### src/rtl/pfm_pkg.sv
`default_nettype none
package pfm_pkg;
    // ====================================================================
    // Program counter geometry
    localparam int unsigned PC_WIDTH    = 21;
    localparam int unsigned PC_STEP     = 2;
    localparam logic [20:0] PC_RESET    = 21'h000000;
    localparam logic [7:0]  LATCH_RESET = 8'h00;
    localparam logic [4:0]  UPPER_RESET = 5'h00;
    localparam int unsigned HIGH_LSB    = 8;
    localparam int unsigned UPPER_LSB   = 16;
    // ====================================================================
    // Quadrature phase divider
    localparam int unsigned PHASE_COUNT = 4;
    localparam logic [1:0]  PH_ONE      = 2'h0;
    localparam logic [1:0]  PH_FOUR     = 2'h3;
    // ====================================================================
    // Status flag positions
    localparam int unsigned FLG_C  = 0;
    localparam int unsigned FLG_DC = 1;
    localparam int unsigned FLG_Z  = 2;
    localparam int unsigned FLG_OV = 3;
    localparam int unsigned FLG_N  = 4;
    localparam logic [4:0]  FLAGS_RESET = 5'h00;
    localparam logic [7:0]  BYTE_RESET  = 8'h00;
    localparam logic [15:0] WORD_RESET  = 16'h0000;
    // ====================================================================
    // Execute operations decoded from the instruction register
    typedef enum logic [2:0] {
        PFM_OP_NOP,
        PFM_OP_ADD_LIT,
        PFM_OP_MUL_LIT,
        PFM_OP_JUMP,
        PFM_OP_WR_LOW,
        PFM_OP_RD_LOW
    } pfm_op_e;
    // Instruction word field layout: [15:13] op, [7:0] literal
    localparam int unsigned OP_LSB = 13;
endpackage
`default_nettype wire

### src/rtl/pfm_core.sv
`timescale 1ns/100ps
`default_nettype none
module pfm_core
(
    // Clock and reset
    input  wire logic        i_mclk,
    input  wire logic        i_sys_rst,
    // Program memory
    input  wire logic [15:0] i_instr_word,
    output logic      [20:0] o_fetch_addr,
    // Latch access from software
    input  wire logic        i_high_latch_we,
    input  wire logic        i_upper_latch_we,
    input  wire logic [7:0]  i_latch_wdata,
    // Observed state
    output logic      [7:0]  o_pc_low_byte,
    output logic      [7:0]  o_pc_high_latch,
    output logic      [4:0]  o_pc_upper_latch,
    output logic      [7:0]  o_working_register,
    output logic      [7:0]  o_product_high,
    output logic      [7:0]  o_product_low,
    output logic      [4:0]  o_status_flags,
    output logic      [1:0]  o_phase,
    output logic             o_phase_one,
    output logic             o_phase_four
);
    // ====================================================================
    // State
    logic [1:0]  phase_reg;
    logic [20:0] pc_reg;
    logic [20:0] pc_next;
    logic [7:0]  high_latch_reg;
    logic [4:0]  upper_latch_reg;
    logic [15:0] ir_reg;
    logic [7:0]  working_register_reg;
    logic [4:0]  flags_reg;
    logic [15:0] prod_reg;
    logic        ph_one;
    logic        ph_four;
    logic        ph_end;
    pfm_pkg::pfm_op_e op;
    logic [7:0]  lit;
    logic [7:0]  alu_sum;
    logic [4:0]  alu_flags;
    logic [15:0] alu_prod;

    // ====================================================================
    // Quadrature phase counter, free running
    // It never pauses, even with nothing to fetch, so the phases cannot slip
    always_ff @(posedge i_mclk or posedge i_sys_rst)
    begin
        if (i_sys_rst)
            phase_reg <= pfm_pkg::PH_ONE;
        else
            phase_reg <= phase_reg + 2'h1;
    end

    // Results of execution land on the edge that closes the cycle
    assign ph_one  = (phase_reg == pfm_pkg::PH_ONE);
    assign ph_four = (phase_reg == pfm_pkg::PH_FOUR);
    assign ph_end  = ph_four;

    // ====================================================================
    // Decode of the word latched at the end of the previous cycle
    // Opcodes 6 and 7 match no operation and behave as no-ops
    assign op  = pfm_pkg::pfm_op_e'(ir_reg[15:pfm_pkg::OP_LSB]);
    assign lit = ir_reg[7:0];

    // Adder and multiplier share operands: working register and literal
    pfm_alu u_alu
    (
        .i_a       (working_register_reg),
        .i_b       (lit),
        .o_sum     (alu_sum),
        .o_flags   (alu_flags),
        .o_product (alu_prod)
    );

    // ====================================================================
    // Next program counter. A jump or a low-byte write takes effect at the
    // edge that ends phase four; the phase-one step of the following cycle
    // then advances past the target, so the first word fetched after a
    // change of flow sits two bytes above the target address.
    // The jump field is 13 bits wide, so a jump reaches the first 16 Kbytes only.
    always_comb
    begin
        pc_next = pc_reg;
        if (ph_end && op == pfm_pkg::PFM_OP_JUMP)
            pc_next = {8'h00, ir_reg[12:0]} << 1;
        else if (ph_end && op == pfm_pkg::PFM_OP_WR_LOW)
            pc_next = {upper_latch_reg, high_latch_reg, lit};
        else if (ph_one)
            pc_next = pc_reg + 21'(pfm_pkg::PC_STEP);
        pc_next[0] = 1'b0;
    end

    // Program counter; only changes through the paths above
    // Bit 0 is forced low in the next-value logic, so it is never stored high
    always_ff @(posedge i_mclk or posedge i_sys_rst)
    begin
        if (i_sys_rst)
            pc_reg <= pfm_pkg::PC_RESET;
        else
            pc_reg <= pc_next;
    end

    // ====================================================================
    // Latches: software writes, or a low-byte read snapshots the counter.
    // A low-byte read wins over a software write in the same cycle.
    // The latches feed the counter only through a low-byte write.
    // Software sees a snapshot one clock later on the output port.
    always_ff @(posedge i_mclk or posedge i_sys_rst)
    begin
        if (i_sys_rst)
        begin
            high_latch_reg  <= pfm_pkg::LATCH_RESET;
            upper_latch_reg <= pfm_pkg::UPPER_RESET;
        end
        else if (ph_end && op == pfm_pkg::PFM_OP_RD_LOW)
        begin
            high_latch_reg  <= pc_reg[15:8];
            upper_latch_reg <= pc_reg[20:16];
        end
        else
        begin
            if (i_high_latch_we)
                high_latch_reg <= i_latch_wdata;
            if (i_upper_latch_we)
                upper_latch_reg <= i_latch_wdata[4:0];
        end
    end

    // ====================================================================
    // Fetch: the word addressed in this cycle is taken at the edge ending
    // phase four and decoded straight from this register in the next cycle,
    // which keeps execution exactly one cycle behind the fetch.
    always_ff @(posedge i_mclk or posedge i_sys_rst)
    begin
        if (i_sys_rst)
            ir_reg <= pfm_pkg::WORD_RESET;
        else if (ph_four)
            ir_reg <= i_instr_word;
    end

    // ====================================================================
    // Working register, flags and product, written at end of execute cycle
    // Multiply touches only the product pair, so the flags keep their value
    always_ff @(posedge i_mclk or posedge i_sys_rst)
    begin
        if (i_sys_rst)
        begin
            working_register_reg  <= pfm_pkg::BYTE_RESET;
            flags_reg <= pfm_pkg::FLAGS_RESET;
            prod_reg  <= pfm_pkg::WORD_RESET;
        end
        else if (ph_end)
        begin
            if (op == pfm_pkg::PFM_OP_ADD_LIT)
            begin
                working_register_reg  <= alu_sum;
                flags_reg <= alu_flags;
            end
            else if (op == pfm_pkg::PFM_OP_MUL_LIT)
                prod_reg <= alu_prod;
        end
    end

    // ====================================================================
    // Registered outputs
    // Latch, working register, flag and product outputs lag the state by one clock; counter outputs come from pc_next, and the phase flags are computed
    // from the phase about to be entered so that they line up with o_phase.
    // Phase one flag leaves reset set, since the counter restarts in phase one.
    always_ff @(posedge i_mclk or posedge i_sys_rst)
    begin
        if (i_sys_rst)
        begin
            o_fetch_addr       <= pfm_pkg::PC_RESET;
            o_pc_low_byte      <= pfm_pkg::BYTE_RESET;
            o_pc_high_latch    <= pfm_pkg::LATCH_RESET;
            o_pc_upper_latch   <= pfm_pkg::UPPER_RESET;
            o_working_register <= pfm_pkg::BYTE_RESET;
            o_product_high     <= pfm_pkg::BYTE_RESET;
            o_product_low      <= pfm_pkg::BYTE_RESET;
            o_status_flags     <= pfm_pkg::FLAGS_RESET;
            o_phase            <= pfm_pkg::PH_ONE;
            o_phase_one        <= 1'b1;
            o_phase_four       <= 1'b0;
        end
        else
        begin
            o_fetch_addr       <= pc_next;
            o_pc_low_byte      <= pc_next[7:0];
            o_pc_high_latch    <= high_latch_reg;
            o_pc_upper_latch   <= upper_latch_reg;
            o_working_register <= working_register_reg;
            o_product_high     <= prod_reg[15:8];
            o_product_low      <= prod_reg[7:0];
            o_status_flags     <= flags_reg;
            o_phase            <= phase_reg + 2'h1;
            o_phase_one        <= (phase_reg == pfm_pkg::PH_FOUR);
            o_phase_four       <= (phase_reg == 2'h2);
        end
    end
endmodule // pfm_core
`default_nettype wire

### src/rtl/pfm_alu.sv
`timescale 1ns/100ps
`default_nettype none
// ====================================================================
// Adder with flags and 8x8 unsigned multiplier, purely combinational
module pfm_alu
(
    // Operands
    input  wire logic [7:0]  i_a,
    input  wire logic [7:0]  i_b,
    // Results
    output logic      [7:0]  o_sum,
    output logic      [4:0]  o_flags,
    output logic      [15:0] o_product
);
    logic [8:0] full_sum;
    logic [4:0] nib_sum;

    // Sum and carries
    always_comb
    begin
        full_sum = {1'b0, i_a} + {1'b0, i_b};
        nib_sum  = {1'b0, i_a[3:0]} + {1'b0, i_b[3:0]};
        o_sum    = full_sum[7:0];
        o_flags  = pfm_pkg::FLAGS_RESET;
        o_flags[pfm_pkg::FLG_C]  = full_sum[8];
        o_flags[pfm_pkg::FLG_DC] = nib_sum[4];
        o_flags[pfm_pkg::FLG_Z]  = (full_sum[7:0] == 8'h00);
        o_flags[pfm_pkg::FLG_OV] = (i_a[7] == i_b[7]) && (full_sum[7] != i_a[7]);
        o_flags[pfm_pkg::FLG_N]  = full_sum[7];
    end

    // Unsigned product, one cycle
    assign o_product = {8'h00, i_a} * {8'h00, i_b};
endmodule // pfm_alu
`default_nettype wire

### config.mk
export PLATFORM = sky130hd
export DESIGN_NAME = pfm_core
export DESIGN_NICKNAME = d
export VERILOG_FILES = /design/src/rtl/pfm_pkg.sv /design/src/rtl/pfm_core.sv /design/src/rtl/pfm_alu.sv
export SDC_FILE = /design/constraint.sdc
export NUM_CORES = 1
export LEC_CHECK = 0
export BUFFER_PORTS_ARGS = -buffer_cell sky130_fd_sc_hd__buf_2
export CORE_UTILIZATION = 35
export CTS_CLUSTER_DIAMETER = 30
export DETAILED_ROUTE_END_ITERATION = 10
export PLACE_DENSITY = 0.62
export SLEW_MARGIN = 15
export SYNTH_ARGS = -nofsm -noshare
export SYNTH_HDL_FRONTEND = slang
export SYNTH_SLANG_ARGS = --single-unit
### constraint.sdc
create_clock -name i_mclk -period 4.8 [get_ports i_mclk]
set_input_delay 0.96 -clock i_mclk [delete_from_list [all_inputs] [get_ports i_mclk]]
set_output_delay 0.96 -clock i_mclk [all_outputs]
set_load 0.1 [all_outputs]
==> flow_metrics.py <==
metrics = {
    "run_status": {
        "status": "complete, no violations",
    },
    "global_route": {
        "grt_max_degree": 59,
        "grt_pass1_wl_um": 28190,
        "track_usage": 0.1678,
        "grt_overflow": 0,
        "grt_pass1_vias": 5280,
        "antenna_found_initial": 0,
    },
    "hold_path": {
        "hp-class": "flip-flop to flip-flop",
        "worstHoldStart": "prod_reg[0]",
        "hold_depth": 0,
        "hold_end": "o_product_low[0]",
    },
    "synth": {
        "synth.largest_area_cell": "dfrtp_1",
        "synth_top_area_frac": 0.4139,
        "synth_edf_count": 0,
        "netlist_instances": 690,
        "async_flop_share": 1.000,
        "synth_warnings": 0,
        "syn_avg_cell_area_um2": 10.60,
        "synth_area_um2": 7316,
        "synthDistinctLibCells": 66,
        "ys_top_cells_by_area": "dfrtp_1 41%, fa_1 10%, ha_1 8.2%, and2_1 3.8%, mux2_2 3.2%",
        "synth_seq_cells": 122,
        "ys_seq_area_frac": 0.4175,
        "synthFlopType": "dfrtp_1",
    },
    "final_layout": {
        "fin_cells": 1061,
        "final_cell_mix": "121 x dfrtp_1, 100 x buf_2, 58 x nand2_1",
        "syn_to_final_growth_pct": 17.63,
        "drive_above_1_share": 0.2263,
        "nets": 893,
        "n_antenna_cell": 0,
        "final_common_cell": "dfrtp_1",
    },
    "sta": {
        "setup_tns_ps": 0,
        "hold_ws_ps": 371.8,
        "setup_viol": 0,
        "drv_slew": 0,
        "timing.fmax_mhz": 223.4,
        "finalHoldViolCount": 0,
        "clock_skew_ps": 9.230,
        "worst_slew_pin_slew_ps": 1106,
        "setup_ws_ps": 323.4,
        "timing.slew.headroom": 0.2602,
        "rsz0062_at_grt": "false",
        "finalCriticalPeriod_ps": 4477,
        "post-route-period-util": 0.9326,
    },
    "die": {
        "coreArea_um2": 20360,
        "initial_core_util": 0.3592,
        "rows": 52,
        "dieHeight_um": 146.6,
        "io_pins": 103,
        "die_x_um": 146.6,
        "dieArea_um2": 21480,
    },
    "detailed_routing": {
        "wl_met2_um": 7805,
        "wl_met1_um": 7978,
        "vias": 5256,
        "drc": 0,
        "wl_per_cell_um": 15.74,
        "routed_wl_um": 16700,
        "top_layer": "met4",
        "route.met3.wl_um": 724,
        "drtIter0Drc": 264,
        "drtPass1Iterations": 5,
        "vias_per_cell": 4.954,
        "ant_nets": 0,
    },
    "pwr": {
        "ir_worst_vdd_mv": 0.3040,
        "power_density_nw_per_um2": 732.4,
        "power_w": 0.006303,
        "power_leakage_nw": 4.256,
    },
    "place": {
        "place_inst": 1031,
        "pre_cts_slack_ps": 323.7,
        "place_congestion": 0.8078,
        "port_buffers": 100,
        "dpl.hpwl_um": 12140,
    },
    "setup_path": {
        "path_class": "flip-flop to flip-flop",
        "critPathRequiredTime_ps": 5120,
        "slowest_stage": "fa_1",
        "cp-end-kind": "flip-flop",
        "startpoint_type": "flip-flop",
        "crit_chain": "ha_1, fa_1, fa_1, fa_1, inv_1, fa_1, inv_1, ha_1, o211ai_1, a21oi_1, o211ai_1, a21oi_1, o21a_1, o31ai_1",
        "r2r_start": "ir_reg[4]",
        "r2r_slack_ps": 320,
        "r2r_end": "prod_reg[13]",
        "worstPathArrival_ps": 4790,
        "critical_path.max_fanout": 11,
        "crit_family": "adder cells",
        "r2r_cells": 14,
        "path_buf_inv": 2,
        "crit_top_cell": "fa_1",
        "cp_num_cells": 14,
        "cp_slowest_stage_delay_ps": 570,
    },
    "clock_network": {
        "cts.path.max_buffers": 2,
        "clkLatencyLatePin_ps": 420,
        "clk_pin_slew_worst_paths_ps": 60,
        "hold_buffers": 0,
        "cts_setup_buffers": 0,
        "cts_resized": 0,
        "cts_buffers": 17,
        "clock_sinks": 122,
        "h-tree-depth": 4,
        "root_buffer": "clkbuf_16",
        "cts_tree": "yes",
    },
    "run": {
        "maxCapViolCount": 0,
    },
}
cell usage after synthesis (3+ instances only):
cell and instances:
buf_2 7, inv_1 54, o31ai_1 3, nor3_1 8, buf_4 14, xnor2_1 9
nor2_1 42, nand4_1 3, nand2b_1 3, a211oi_1 6, clkbuf_1 13, dfrtp_1 121
and3_1 4, a21oi_1 41, xor2_1 14, a22oi_1 5, o21ai_0 19, a221o_1 3
a21o_1 7, o211ai_1 8, nand2_1 58, nand3_1 17, o21a_1 3, ha_1 48
mux2i_1 16, fa_1 37, mux2_2 21, o21ai_1 15, and2_1 45
layout make-up:
cell class              count  area (um^2)
fillers                  1943        11760
clock inverters            10        143.9
flip-flops and latches    122         3054
clock buffers              20        456.7
repair buffers            107        553.0
inverters                  54        205.2
multi-input cells         478         3855
well taps                 270        337.8
where the power goes:
part	internal (W)	leakage [nW]	switching, W
registers	0.00125	1.51	0.000230
clock network	0.000839	0.285	0.000475
logic	0.00105	2.46	0.00246
worst max-delay path by stage:
stage | start | endpoint | slack, ps
after global placement | working_register_reg[4] | prod_reg[13] | 360
after global routing | ir_reg[4] | prod_reg[15] | 20
final | ir_reg[4] | prod_reg[13] | 320
after floorplan | i_sys_rst | flags_reg[0] | 600
after detailed placement | ir_reg[4] | prod_reg[13] | 320
after CTS | ir_reg[4] | prod_reg[13] | 310
per-layer routing:
| metal | GRT usage | up-vias |
|---|---|---|
| met4 | 0.05208 | 0 |
| li1 | - | 2519 |
| met3 | 0.03938 | 17 |
| met5 | 0 | - |
| met1 | 0.2369 | 2594 |
| met2 | 0.2538 | 126 |
per-stage QoR:
step,utilization,instance area [um^2]
6_report,0.4226,8606
5_1_grt,0.4226,8606
4_1_cts,0.4226,8606
3_5_place_dp,0.3931,8005
3_3_place_gp,0.3931,8005
2_1_floorplan,-,7320
logic make-up (layout without fill, tap and decap cells):
| kind of cell | after synthesis | count (layout) | share of synthesized area |
|---|---|---|---|
| simple gates | 201 | 201 | 0.1435 |
| compound gates | 130 | 130 | 0.1173 |
| flops | 122 | 122 | 0.4175 |
| buf+inv | 91 | 191 | 0.05610 |
| fa+ha+maj | 85 | 85 | 0.1833 |
| mux | 37 | 37 | 0.05422 |
| xor+xnor | 23 | 23 | 0.02754 |
| other cells | 1 | 2 | 0.0005126 |
(Power assumes the default switching activity.)
